==> src/design/eth_led_map.svh <==
`ifndef ETH_LED_MAP_SVH
`define ETH_LED_MAP_SVH
`define SPEED_10          2'h0
`define SPEED_100         2'h1
`define SPEED_1000        2'h2
`define SPEED_RSVD        2'h3
`define LED_OFF           1'h1
`define LED_ON            1'h0
`define PAIR_UNUSED       2'h0
`define PAIR_TX           2'h1
`define PAIR_RX           2'h2
`define PAIR_BIDIR        2'h3
`define SYNC_DEPTH        3
`endif

==> src/design/eth_led_pkg.sv <==
package eth_led_pkg;
    typedef logic [1:0] speed_t;
    typedef logic [1:0] pair_role_t;
endpackage : eth_led_pkg

==> src/design/pin_sync.sv <==
`timescale 1ns/1ns
`include "eth_led_map.svh"
module pin_sync #(
    parameter int W = 1
) (
    input  wire logic         clk,
    input  wire logic         arst_n,
    input  wire logic [W-1:0] din,
    output logic      [W-1:0] dout
);
    logic [W-1:0] stage1;
    logic [W-1:0] stage2;
    logic [W-1:0] stage3;
    logic [W-1:0] next_dout;

    // a change is taken only when the second and third stages agree
    always_comb
    begin
        next_dout = (stage2 == stage3) ? stage3 : dout;
    end

    always_ff @(posedge clk or negedge arst_n)
    begin
        if (!arst_n)
        begin
            stage1 <= '0;
            stage2 <= '0;
            stage3 <= '0;
            dout   <= '0;
        end
        else
        begin
            stage1 <= din;
            stage2 <= stage1;
            stage3 <= stage2;
            dout   <= next_dout;
        end
    end
endmodule : pin_sync

==> src/design/ethernet_link_status_indicators.sv <==
`timescale 1ns/1ns
`include "eth_led_map.svh"
module ethernet_link_status_indicators
    import eth_led_pkg::*;
(
    input  wire logic                   clk,
    input  wire logic                   arst_n,
    input  wire logic                   linkUp,
    input  wire eth_led_pkg::speed_t    linkSpeed,
    input  wire logic                   activity,
    output logic                        eth_activity_led_n,
    output logic                        eth_any_link_led_n,
    output logic                        eth_fast_link_led_n,
    output logic                        eth_gig_link_led_n,
    output eth_led_pkg::pair_role_t     line_pair_0,
    output eth_led_pkg::pair_role_t     line_pair_1,
    output eth_led_pkg::pair_role_t     line_pair_2,
    output eth_led_pkg::pair_role_t     line_pair_3,
    output logic                        speedIs10
);
    import eth_led_pkg::*;

    // filtered copies of the controller inputs
    logic [3:0] syncIn;
    logic       sLink;
    speed_t     sSpeed;
    logic       sAct;
    // next values, registered below
    logic       next_act;
    logic       next_fast;
    logic       next_gig;
    logic       next_any;
    logic       next_s10;
    pair_role_t next_p0;
    pair_role_t next_p1;
    pair_role_t next_p2;
    pair_role_t next_p3;

    // inputs come from the controller's domain, so they are filtered
    // link and speed share one filter, so a half-changed speed code never reaches decode
    // limitation: a traffic burst shorter than two clocks may leave the lamp dark
    pin_sync #(
        .W      (4)
    ) u_sync (
        .clk    (clk),
        .arst_n (arst_n),
        .din    ({linkUp, linkSpeed, activity}),
        .dout   (syncIn)
    );

    assign sLink  = syncIn[3];
    assign sSpeed = syncIn[2:1];
    assign sAct   = syncIn[0];

    always_comb
    begin
        next_act  = sAct ? `LED_ON : `LED_OFF;
        next_fast = `LED_OFF;
        next_gig  = `LED_OFF;
        next_s10  = 1'h0;
        next_p0   = `PAIR_UNUSED;
        next_p1   = `PAIR_UNUSED;
        next_p2   = `PAIR_UNUSED;
        next_p3   = `PAIR_UNUSED;
        if (sLink)
        begin
            case (sSpeed)
                `SPEED_1000:
                begin
                    next_gig = `LED_ON;
                    next_p0  = `PAIR_BIDIR;
                    next_p1  = `PAIR_BIDIR;
                    next_p2  = `PAIR_BIDIR;
                    next_p3  = `PAIR_BIDIR;
                end
                `SPEED_100:
                begin
                    next_fast = `LED_ON;
                    next_p0   = `PAIR_TX;
                    next_p1   = `PAIR_RX;
                end
                `SPEED_10:
                begin
                    next_s10 = 1'h1;
                    next_p0  = `PAIR_TX;
                    next_p1  = `PAIR_RX;
                end
                // reserved code treated as no usable link
                // a link at an unknown speed cannot light a lamp it cannot name
                default:
                begin
                    next_s10 = 1'h0;
                end
            endcase
        end
        // built from the decoded levels, not from sLink, so the AND holds every cycle
        // any-link is AND of speed levels
        next_any = next_fast & next_gig;
    end

    // lamps and lane roles come straight from flops, so decode hazards never reach the board
    always_ff @(posedge clk or negedge arst_n)
    begin
        if (!arst_n)
        begin
            eth_activity_led_n  <= `LED_OFF;
            eth_any_link_led_n  <= `LED_OFF;
            eth_fast_link_led_n <= `LED_OFF;
            eth_gig_link_led_n  <= `LED_OFF;
            line_pair_0         <= `PAIR_UNUSED;
            line_pair_1         <= `PAIR_UNUSED;
            line_pair_2         <= `PAIR_UNUSED;
            line_pair_3         <= `PAIR_UNUSED;
            speedIs10           <= 1'h0;
        end
        else
        begin
            eth_activity_led_n  <= next_act;
            eth_any_link_led_n  <= next_any;
            eth_fast_link_led_n <= next_fast;
            eth_gig_link_led_n  <= next_gig;
            line_pair_0         <= next_p0;
            line_pair_1         <= next_p1;
            line_pair_2         <= next_p2;
            line_pair_3         <= next_p3;
            speedIs10           <= next_s10;
        end
    end

    // lamp levels against the filtered inputs, one clock later
    AST_ACT: assert property (@(posedge clk) disable iff (!arst_n)
        eth_activity_led_n == !$past(sAct)) else $error("activity led wrong");
    AST_ANY_ON: assert property (@(posedge clk) disable iff (!arst_n)
        $past(sLink) && ($past(sSpeed) == `SPEED_100 || $past(sSpeed) == `SPEED_1000)
        |-> !eth_any_link_led_n) else $error("any link not lit");
    AST_FAST: assert property (@(posedge clk) disable iff (!arst_n)
        !eth_fast_link_led_n == ($past(sLink) && $past(sSpeed) == `SPEED_100))
        else $error("fast led wrong");
    AST_GIG: assert property (@(posedge clk) disable iff (!arst_n)
        !eth_gig_link_led_n == ($past(sLink) && $past(sSpeed) == `SPEED_1000))
        else $error("gig led wrong");

    // relations between the lamps themselves
    AST_TEN: assert property (@(posedge clk) disable iff (!arst_n)
        speedIs10 |-> eth_any_link_led_n && eth_fast_link_led_n && eth_gig_link_led_n)
        else $error("led lit at 10M");
    AST_AND: assert property (@(posedge clk) disable iff (!arst_n)
        eth_any_link_led_n == (eth_fast_link_led_n & eth_gig_link_led_n))
        else $error("any link not AND");
    AST_SPEEDS: assert property (@(posedge clk) disable iff (!arst_n)
        $onehot0({speedIs10, !eth_fast_link_led_n, !eth_gig_link_led_n}))
        else $error("speeds not distinct");

    // lane roles follow the speed of the live link
    AST_PAIRS: assert property (@(posedge clk) disable iff (!arst_n)
        !eth_gig_link_led_n |-> line_pair_2 == `PAIR_BIDIR && line_pair_3 == `PAIR_BIDIR)
        else $error("gig pairs wrong");
    AST_SLOW_PAIRS: assert property (@(posedge clk) disable iff (!arst_n)
        (speedIs10 || !eth_fast_link_led_n) |-> line_pair_0 == `PAIR_TX
        && line_pair_1 == `PAIR_RX && line_pair_2 == `PAIR_UNUSED) else $error("slow pairs");

    // no link means every link lamp dark
    AST_NOLINK: assert property (@(posedge clk) disable iff (!arst_n)
        !$past(sLink) |-> eth_any_link_led_n && eth_fast_link_led_n && eth_gig_link_led_n)
        else $error("led lit without link");

    // exact forms: a lamp stuck lit fails here even where the implications above pass
    AST_ANY_EXACT: assert property (@(posedge clk) disable iff (!arst_n)
        !eth_any_link_led_n == ($past(sLink) && ($past(sSpeed) == `SPEED_100
        || $past(sSpeed) == `SPEED_1000))) else $error("any link level wrong");
    AST_TEN_IN: assert property (@(posedge clk) disable iff (!arst_n)
        $past(sLink) && $past(sSpeed) == `SPEED_10 |-> speedIs10 && eth_any_link_led_n)
        else $error("any link lit at 10M");
    AST_TEN_EXACT: assert property (@(posedge clk) disable iff (!arst_n)
        speedIs10 == ($past(sLink) && $past(sSpeed) == `SPEED_10))
        else $error("10M flag wrong");

    // a reserved speed code shows a dark port rather than a guess at a speed
    AST_RSVD: assert property (@(posedge clk) disable iff (!arst_n)
        $past(sLink) && $past(sSpeed) == `SPEED_RSVD
        |-> eth_any_link_led_n && eth_fast_link_led_n && eth_gig_link_led_n)
        else $error("led lit on reserved speed");
    AST_IDLE_PAIRS: assert property (@(posedge clk) disable iff (!arst_n)
        (!$past(sLink) || $past(sSpeed) == `SPEED_RSVD) |-> !speedIs10
        && line_pair_0 == `PAIR_UNUSED && line_pair_1 == `PAIR_UNUSED
        && line_pair_2 == `PAIR_UNUSED && line_pair_3 == `PAIR_UNUSED)
        else $error("pairs used without link");

    // lane roles: a pair in use must belong to a live link
    AST_GIG_LOW_PAIRS: assert property (@(posedge clk) disable iff (!arst_n)
        !eth_gig_link_led_n |-> line_pair_0 == `PAIR_BIDIR && line_pair_1 == `PAIR_BIDIR)
        else $error("gig low pairs wrong");
    AST_SLOW_TOP_PAIR: assert property (@(posedge clk) disable iff (!arst_n)
        (speedIs10 || !eth_fast_link_led_n) |-> line_pair_3 == `PAIR_UNUSED)
        else $error("slow pair 3 used");
    AST_TX_PAIR_EXACT: assert property (@(posedge clk) disable iff (!arst_n)
        (line_pair_0 == `PAIR_TX) == (speedIs10 || !eth_fast_link_led_n))
        else $error("tx pair role wrong");
    AST_PAIR_ROLES: assert property (@(posedge clk) disable iff (!arst_n)
        line_pair_0 != `PAIR_RX && line_pair_1 != `PAIR_TX)
        else $error("pair roles swapped");
    AST_PAIR_ONLY_LINK: assert property (@(posedge clk) disable iff (!arst_n)
        line_pair_0 != `PAIR_UNUSED |-> !eth_any_link_led_n || speedIs10)
        else $error("pair used without link");
endmodule : ethernet_link_status_indicators

==> config.mk <==
export PLATFORM = sky130hd
export DESIGN_NAME = ethernet_link_status_indicators
export DESIGN_NICKNAME = d
export VERILOG_FILES = /design/src/design/eth_led_pkg.sv /design/src/design/pin_sync.sv /design/src/design/ethernet_link_status_indicators.sv
export VERILOG_INCLUDE_DIRS = /design/src /design/src/design
export SDC_FILE = /design/constraint.sdc
export NUM_CORES = 1
export LEC_CHECK = 0
export ABC_AREA = 1
export BUFFER_PORTS_ARGS = -buffer_cell sky130_fd_sc_hd__buf_4
export CAP_MARGIN = 20
export CORE_ASPECT_RATIO = 1.4
export CORE_UTILIZATION = 45
export DETAILED_ROUTE_END_ITERATION = 8
export GPL_TIMING_DRIVEN = 0
export PLACE_DENSITY_LB_ADDON = 0.05
export REMOVE_ABC_BUFFERS = 1
export SYNTH_ARGS = -nofsm -noshare
export SYNTH_HDL_FRONTEND = slang
export SYNTH_SLANG_ARGS = --single-unit
==> constraint.sdc <==
create_clock -name clk -period 0.95 [get_ports clk]
set_input_delay 0.0475 -clock clk [delete_from_list [all_inputs] [get_ports clk]]
set_output_delay 0.0475 -clock clk [all_outputs]
set_load 0.02 [all_outputs]
* Word-level counts from Yosys, hierarchy flattened
Index checks and enable logic that the tools add are counted.
** Word-level totals
- Input bits :: 6
- Memory bits (writable) :: 0
- Word-level logic and storage cells :: 31
- Output and inout bits :: 13
- Latch bits :: 0
- ROM bits :: 0
- Memories :: 0
- Bits in registers :: 27
** Cells by class
- Div/mod/pow operators :: 0
- Add/subtract/negate cells :: 0
- Magnitude comparators :: 0
- Multipliers :: 0
- Bitwise logic cells :: 1
- Equal/unequal tests :: 3
- Shift operators :: 0
- Reduce and logical (&&, ||, !) cells :: 2
- Mux-type cells :: 13
** Operators by type and width (number)
- $mux W2 :: 4
- $pmux W2 S2 :: 2
- $mux W1 :: 7
- $eq A4 B4 Y1 :: 1
- $eq A2 B1 Y1 const B :: 1
- $eq A2 B2 Y1 const B :: 1
- $logic_not A2 Y1 :: 1
- $reduce_or A2 Y1 :: 1
- $and A1 B1 Y1 :: 1

* Logic depth before layout (Yosys ltp)
Gate-level depths: netlist of the first run.
- Depth in word-level cells :: 4
- Gate-level depth with buffers :: 7
- Gate-level depth less buffers :: 7

* Cells and area by module
From an unflattened synthesis of the first run, not the netlist that was laid out.
** Unflattened totals
- Cells, all modules :: 76
- Area total of the unflattened synthesis :: 819.5 um^2
** Modules (own cells, without submodules)
- pin_sync :: cells each 51, area each 544.3 um^2, instances 1, sequential area each 400.4 um^2
- ethernet_link_status_indicators :: cells each 25, area each 275.3 um^2, instances 1, sequential area each 180.2 um^2

* Worst setup path after synthesis of the first run
Ideal clock, no wire load.
- Path kind :: register to register
- Start :: reg u_sync.stage3[3]
- End :: reg u_sync.dout[2]
- Data arrival time :: 0.817 ns
- Period minus slack after synthesis :: 0.934 ns
- Stages on the path, launching flop included :: 7
- Path slack :: 0.016 ns
- Buffers on the path :: 0
- Required time :: 0.833 ns
- Library setup time :: 0.117 ns
- Path through :: dfrtp_1 > nand2_1 > nand2_2 > nor2_8 > nand2_4 > nand2_1 > nand2_1
** On the way
- Cells in the longest elaborated chain, start to end :: 1
** Ends and longest elaborated chain
- from (decl) :: line pin_sync.sv:13 : logic [W-1:0] stage3;
- from (signal assigned) :: line pin_sync.sv:35 : stage3 <= stage2;
- $eq A4 B4 Y1 :: line pin_sync.sv:19 : next_dout = (stage2 == stage3) ? stage3 : dout;
- to (signal assigned) :: line pin_sync.sv:36 : dout <= next_dout;
- to (decl) :: line pin_sync.sv:9 : output logic [W-1:0] dout
Every way passes these cells.
A chain may end at the register's enable or synchronous reset.

* Final worst setup path of the first run
- Start :: reg eth_fast_link_led_n
- End :: out eth_fast_link_led_n
** RTL lines
- from (decl) :: line ethernet_link_status_indicators.sv:13 : output logic eth_fast_link_led_n,
- from (signal assigned) :: line ethernet_link_status_indicators.sv:108 : eth_fast_link_led_n <= `LED_OFF;
- from (signal assigned) :: line ethernet_link_status_indicators.sv:120 : eth_fast_link_led_n <= next_fast;
No word-level cell between the ends.

==> key figures, run 1 <==
Setup path
  • Crit end category: output pin
  • Worst-path fanout max: 1
  • Worst path cell trace: buf_6
  • Largest delay share family, worst path: flip-flops
  • CP startpoint kind: flop
  • Crit Reg-Reg Endpoint: u_sync.dout[0]
  • Slowest stage delay, CP: 0.55 ns
  • Crit path launch: eth_fast_link_led_n
  • Max stage delay cell, worst path: dfstp_2
  • WP buf/inv: 1
  • Crit Path Class: flop to output pin
  • Flop-to-flop setup slack: -0.06 ns
  • Worst Reg-to-Reg Cells: 6
  • CP Data Required Time: 0.90 ns
  • Reg-to-reg startpoint: u_sync.stage3[3]
  • Critical Path AT: 0.96 ns

Floorplan
  • Std cell rows: 18
  • I/O Pins: 19
  • Die X: 38.97 um
  • Core footprint: about 1800 sq um
  • Die outline height: 53.75 um
  • Starting density of the core: between 40% and 50%
  • Full die area: 2094 sq um

Clock tree
  • CTS tree: yes
  • CTS buffer count: 3
  • Skew-Pair Late Insertion Delay: roughly 0.30 ns
  • Setup bufs post-CTS: 0
  • Worst-path clk slew: approximately 0.11 ns
  • CTS Buffer Depth: 2
  • CTS Root Cell: clkbuf_4
  • CTS Sinks: 23
  • H-tree depth: 1

STA
  • Fin. max-slew vios: 0
  • Top achievable clock speed: approximately 1000 MHz
  • Setup TNS: -0.6605 ns
  • Fin. Hold Viols: 0
  • Setup-violating endpoint count in the final report: 14
  • Slew @ Worst Pin: approximately 0.29 ns
  • Slew HR: roughly four fifths
  • RSZ-0062 raised after global routing: true
  • Crit path time final: between 1 and 1.5 ns
  • Fin crit share: 106.5%
  • Clock skew: a little over 0.004 ns
  • Slack of the critical path: -0.06220 ns

Synthesis
  • Multiplexer share of the synthesized area: 0%
  • Top cells by area, synth: dfrtp_1 (55%), dfstp_2 (12%), nand2_1 (6.5%), buf_4 (5.2%), nor2_8 (4.7%)
  • Average size of a mapped cell: between 10 and 15 sq um
  • Yosys warning total: 0
  • Share of the synthesized area in the top cell type: between 50% and 60%
  • Synth cell types: 15
  • Simple-gate share of the synthesized area: a little over a fifth
  • Post-Syn Area: between 800 and 900 sq um
  • Synth Area in XOR/XNOR: 0%
  • Post-synthesis compound-gate area fraction: 1.163%
  • Largest family of logic cells by synthesized area: simple AND/OR/NAND/NOR gates
  • Seq cells post-synth: 23
  • Cells after Synth: 74
  • Post-synth top area cell: dfrtp_1
  • Synth Area in Adders: 0%
  • Sequential share of the synthesized area: approximately 67%

Layout
  • Final instance area: about 1100 sq um
  • Layout cells sized above 1: approximately two fifths
  • Area Overhead vs Synth: 27.62%
  • Filler cell count: 137
  • Post-route insts no fill: around 120
  • Antenna diodes: 0
  • Finished Core Util: between 60% and 70%
  • Nets@finish: approximately 100
  • Register area: 581.8 sq um
  • Multi-input gate area in the final layout: around 190 sq um

Run
  • Reported max-cap violation count: 0

Power
  • Static leakage: 0.5704 nW
  • Max VDD drop: around 0.0011 V
  • Power Density: roughly 2000 nW/um^2

Placed design
  • Routability Congestion: about 0.7
  • Cell Count Post-Placement: roughly 110
  • PortBufs: 18
  • Area after DPL: between 900 and 1000 sq um
  • Pre-CTS setup slack: -0.05400 ns
  • Detailed placement HPWL: ~790 um

Drt
  • Vias: about 520
  • Via/cell ratio: around 4.5
  • Routed wire length: 1128 um
  • DRT antenna net count: 0
  • Router iterations before antenna repair: 2
  • # DRC: 0
  • Initial DRC count: 4
  • Wire per inst: 9.809 um

GRT
  • Total grt overflow: 0
  • Global-route wire length before repair: between 1500 and 2000 um
  • Vias in the first global route: between 400 and 500
  • Antenna violations before repair: 0
  • Largest net degree at the start of global routing: 24
  • All-Layer GR Usage: approximately 14%

Outcome
  • Failing checks: setup timing
  • Status: finished with violations

Hold path
  • Min-delay worst type: primary input to asynchronous set/reset pin
per-stage QoR:
step	power (mW)	hold slack, ns
2_1_floorplan	1.512	-0.2481
3_3_place_gp	1.723	-0.05117
3_5_place_dp	1.740	-0.04667
4_1_cts	2.247	0.1528
5_1_grt	2.388	0.1631
6_report	2.234	0.1557
cell usage in the layout, fill, tap and decap left out:
master,n
nand3_1,5
dlygate4sd3_1,5
inv_2,2
inv_1,10
a21oi_1,1
clkbuf_1,1
buf_6,12
nor2_8,2
buf_4,6
o21ai_0,1
dfstp_2,4
nor2_1,1
nor2_2,1
dfrtp_1,18
or2_1,1
nand2_2,5
clkbuf_4,3
nand2_1,15
dfrtp_2,1
nand2_4,1
power by group:
| part | switching [mW] | internal (mW) |
|---|---|---|
| clock network | 0.265 | 0.164 |
| logic | 0.296 | 0.277 |
| registers | 0.0971 | 1.13 |
| total | 0.658 | 1.58 |
per-layer routing:
metal	global-route usage [%]	up-vias	wire length (um)	part of all wire [%]
li1	-	255	-	-
met2	23.89	22	583	52
met5	0	-	0	0
met4	12.07	0	46	4.1
met3	3.719	5	63	5.6
met1	13.45	240	434	38
cells in the mapped netlist:
library cell	instances
dfrtp_1	19
nand2_1	15
inv_1	10
buf_4	6
nand2_2	5
nand3_1	5
dfstp_2	4
inv_2	2
nor2_8	2
a21oi_1	1
nand2_4	1
nor2_1	1
nor2_2	1
o21ai_0	1
or2_1	1
state kept, by name (all words and copies together), names as in the netlist:
| name | flops |
|---|---|
| line_pair_3 | 1 |
| eth_fast_link_led_n | 1 |
| u_sync.dout | 4 |
| u_sync.stage2 | 4 |
| line_pair_0 | 1 |
| eth_activity_led_n | 1 |
| eth_gig_link_led_n | 1 |
| u_sync.stage1 | 4 |
| u_sync.stage3 | 4 |
| eth_any_link_led_n | 1 |
| speedIs10 | 1 |
worst max-delay path by stage:
stage	to	slack (ns)	cells after the start
CTS	u_sync.dout[2]	-0.07	7
detailed placement	u_sync.dout[2]	-0.05	7
floorplan	line_pair_0[1]	-0.1	0
global route	u_sync.dout[2]	-0.16	7
finish	eth_fast_link_led_n	-0.06	1
global placement	u_sync.dout[2]	-0.04	6
cell families after synthesis:
kind of cell | after synthesis
simple gates | 31
flops | 23
buf+inv | 18
compound gates | 2
repair_timing:
item                                    CTS  global route
hold endpoints to repair                 27             0
hold buffers                              5             0
pin swaps                                 0             1
endpoints found under the setup margin   14            17
gates resized for setup                   9             4
cell type report:
class,count,share of cell area (%)
Clock buffer,4,2.392
Timing Repair Buffer,23,20.96
Inverter,12,4.100
Multi-Input combinational cell,33,17.31
Sequential cell,23,52.96
Tap cell,20,2.278
Power figures use the tool's default switching activity.
==> inputs of run 2 (changes only) <==
--- a/config.mk
+++ b/config.mk
@@ -10,10 +10,11 @@
 export BUFFER_PORTS_ARGS = -buffer_cell sky130_fd_sc_hd__buf_4
 export CAP_MARGIN = 20
 export CORE_ASPECT_RATIO = 1.4
+export CORE_MARGIN = 2
 export CORE_UTILIZATION = 45
 export DETAILED_ROUTE_END_ITERATION = 8
 export GPL_TIMING_DRIVEN = 0
-export PLACE_DENSITY_LB_ADDON = 0.05
+export PLACE_DENSITY = 0.71
 export REMOVE_ABC_BUFFERS = 1
 export SYNTH_ARGS = -nofsm -noshare
 export SYNTH_HDL_FRONTEND = slang
==> run 2 against run 1 <==
Compared with the run above: the run still ends with setup timing left; critical path depth is 6 higher; setup slack better by 0.00089 ns; die area rose by 9.0%; critical endpoint is now u_sync.dout[3]; highest routed layer unchanged.
==> key figures, run 2 (synthesized netlist as in run 1, its figures left out) <==
Floorplan
  • Die X: 40.97 um (+5.1%)
  • Full die area: 2284 sq um (+9.0%)
  • I/O Pins: 19 (unchanged)
  • Std cell rows: 18 (unchanged)
  • Die outline height: 55.75 um (+3.7%)
  • Core footprint: 1779 sq um (unchanged)
  • Starting density of the core: 48.38% (unchanged)

Setup path
  • Max stage delay cell, worst path: dfrtp_1
  • Flop-to-flop setup slack: -0.06 ns (about the same)
  • Crit Path Class: flop to flop
  • Most used cell, CP: nand2_1
  • Crit Reg-Reg Endpoint: u_sync.dout[3]
  • Crit end category: flop
  • Worst path cell trace: inv_1, nand2_1, nand2_2, nor2_8, nand2_4, nand2_1, nand2_1
  • Critical Path AT: 1.21 ns (+0.25 ns)
  • CP Data Required Time: 1.15 ns (+0.25 ns)
  • Slowest stage delay, CP: 0.39 ns (-0.16 ns)
  • Worst Reg-to-Reg Cells: 7 (+1)
  • Crit path launch: u_sync.stage3[2]
  • Reg-to-reg startpoint: u_sync.stage3[2]
  • CP startpoint kind: flop
  • Worst-path fanout max: 5 (+4)

Placed design
  • Detailed placement HPWL: 874.3 um (+11%)
  • PortBufs: 18 (unchanged)
  • Routability Congestion: 0.6921 (-2.4%)
  • Area after DPL: 975.9 sq um (unchanged)
  • Pre-CTS setup slack: -0.05947 ns (-0.005475 ns)

Layout
  • Multi-input gate area in the final layout: 197.7 sq um (+3.9%)
  • Area Overhead vs Synth: 29.36%
  • Layout cells sized above 1: 40.63% (+1.7 points)
  • Filler cell count: 153 (+12%)
  • Antenna diodes: 0 (unchanged)
  • Final instance area: 1114 sq um (+1.4%)
  • Commonest non-fill, non-tap cells in the layout: dfrtp_1 (18), nand2_1 (15), buf_6 (12), inv_1 (10), buf_4 (7)
  • Register area: 581.8 sq um (unchanged)
  • Most common cell after layout, fill and taps aside: dfrtp_1
  • Nets@finish: 103 (+0.98%)

Clock tree
  • CTS Buffer Depth: 2 (unchanged)
  • Worst-path clk slew: 0.11 ns (about the same)
  • CTS Root Cell: clkbuf_4
  • CTS Sinks: 23 (unchanged)
  • Skew-Pair Late Insertion Delay: 0.30 ns (about the same)
  • CTS tree: yes
  • CTS buffer count: 3 (unchanged)
  • H-tree depth: 1 (unchanged)

STA
  • Fin crit share: 106.5% (about the same)
  • Clock skew: 0.001307 ns (-0.002800 ns)
  • Crit path time final: 1.011 ns (-0.0008924 ns)
  • Fin. Hold Viols: 0 (unchanged)
  • Setup-violating endpoint count in the final report: 14 (unchanged)
  • Hold_ws: 0.1651 ns (+0.009428 ns)
  • Slew @ Worst Pin: 0.2773 ns (-0.008511 ns)
  • Slew HR: 81.51% (+0.57 points)
  • RSZ-0062 raised after global routing: true
  • Top achievable clock speed: 988.8 MHz (about the same)
  • Fin. max-slew vios: 0 (unchanged)
  • Slack of the critical path: -0.06131 ns (+0.0008924 ns)

Drt
  • Wire per inst: 10.85 um (+11%)
  • Initial DRC count: 8 (+4)
  • Router iterations before antenna repair: 4 (+2)
  • Routed wire length: 1259 um (+12%)
  • Via/cell ratio: 4.509 (-0.67%)
  • # DRC: 0 (unchanged)
  • DRT antenna net count: 0 (unchanged)
  • Vias: 523 (+0.19%)

GRT
  • Global-route wire length before repair: 2118 um (+12%)
  • Largest net degree at the start of global routing: 24 (unchanged)
  • Vias in the first global route: 565 (+23%)
  • Antenna violations before repair: 0 (unchanged)
  • Total grt overflow: 0 (unchanged)
  • All-Layer GR Usage: 13.87% (-0.21 points)

Outcome
  • Failing checks: setup timing
  • Status: finished with violations

Run
  • Reported max-cap violation count: 0 (unchanged)

Power
  • Max VDD drop: 0.001121 V (+0.49%)
  • Power Density: 2043 nW/um^2 (+0.48%)
  • Total power draw: 2.275 mW (+1.8%)
  • Static leakage: 0.5774 nW (+1.2%)

Hold path
  • Min-delay worst type: primary input to asynchronous set/reset pin
==> run 2: cell types whose count changed in the layout (fill, tap and decap cells not counted), sizes merged <==
cell | previous run | this run
buf | 18 | 19
==> run 2: area by class of cell <==
class                   instances  share of cell area (%)
flip-flops and latches         23                   52.25
inverters                      12                   4.045
multi-input cells              33                   17.75
clock buffers                   4                   2.360
repair buffers                 24                   21.35
well taps                      20                   2.247
==> run 2: worst max-delay path by stage <==
stage          cells after the start             end
6_report                           7  u_sync.dout[3]
5_1_grt                            7  u_sync.dout[0]
4_1_cts                            7  u_sync.dout[3]
3_5_place_dp                       7  u_sync.dout[0]
3_3_place_gp                       6  u_sync.dout[2]
2_1_floorplan                      0  line_pair_0[1]
==> run 2: report_power, final <==
part	leakage (nW)	internal (mW)	switching (mW)	total [mW]
combinational	0.292	0.302	0.318	0.620
clock	0.0150	0.163	0.257	0.420
sequential	0.270	1.14	0.0996	1.23
total	0.577	1.60	0.675	2.28
==> run 2: critical path, delay by kind of cell (launching register included) <==
kind | cells | cell delay, ns
buf+inv | 1 | 0.05
flops | 1 | 0.39
simple gates | 6 | 0.46
==> run 2: metrics by stage <==
stage               util, %  instances  setup TNS [ns]
floorplan                 -         68         -0.5991
global placement      54.85        106         -0.1194
detailed placement    54.85        106         -0.2323
CTS                   61.32        115         -0.8285
global route          62.59        116          -1.549
finish                62.59        116         -0.5974
==> run 2: timing repair <==
item,4_1_cts,5_1_grt
resized for setup,11,4
pin swaps,1,2
buffers inserted,0,1
endpoints found under the setup margin,14,18
cloned,0,0
hold buffers,5,0
hold endpoints to repair,27,0
==> run 2: metal layers <==
layer / GRT usage, % / part of all wire (%) / wire, um
met2: 25.22 / 62 / 778
met4: 7.143 / 0.71 / 9
met3: 3.600 / 4.5 / 57
met5: 0 / 0 / 0
met1: 12.05 / 33 / 413
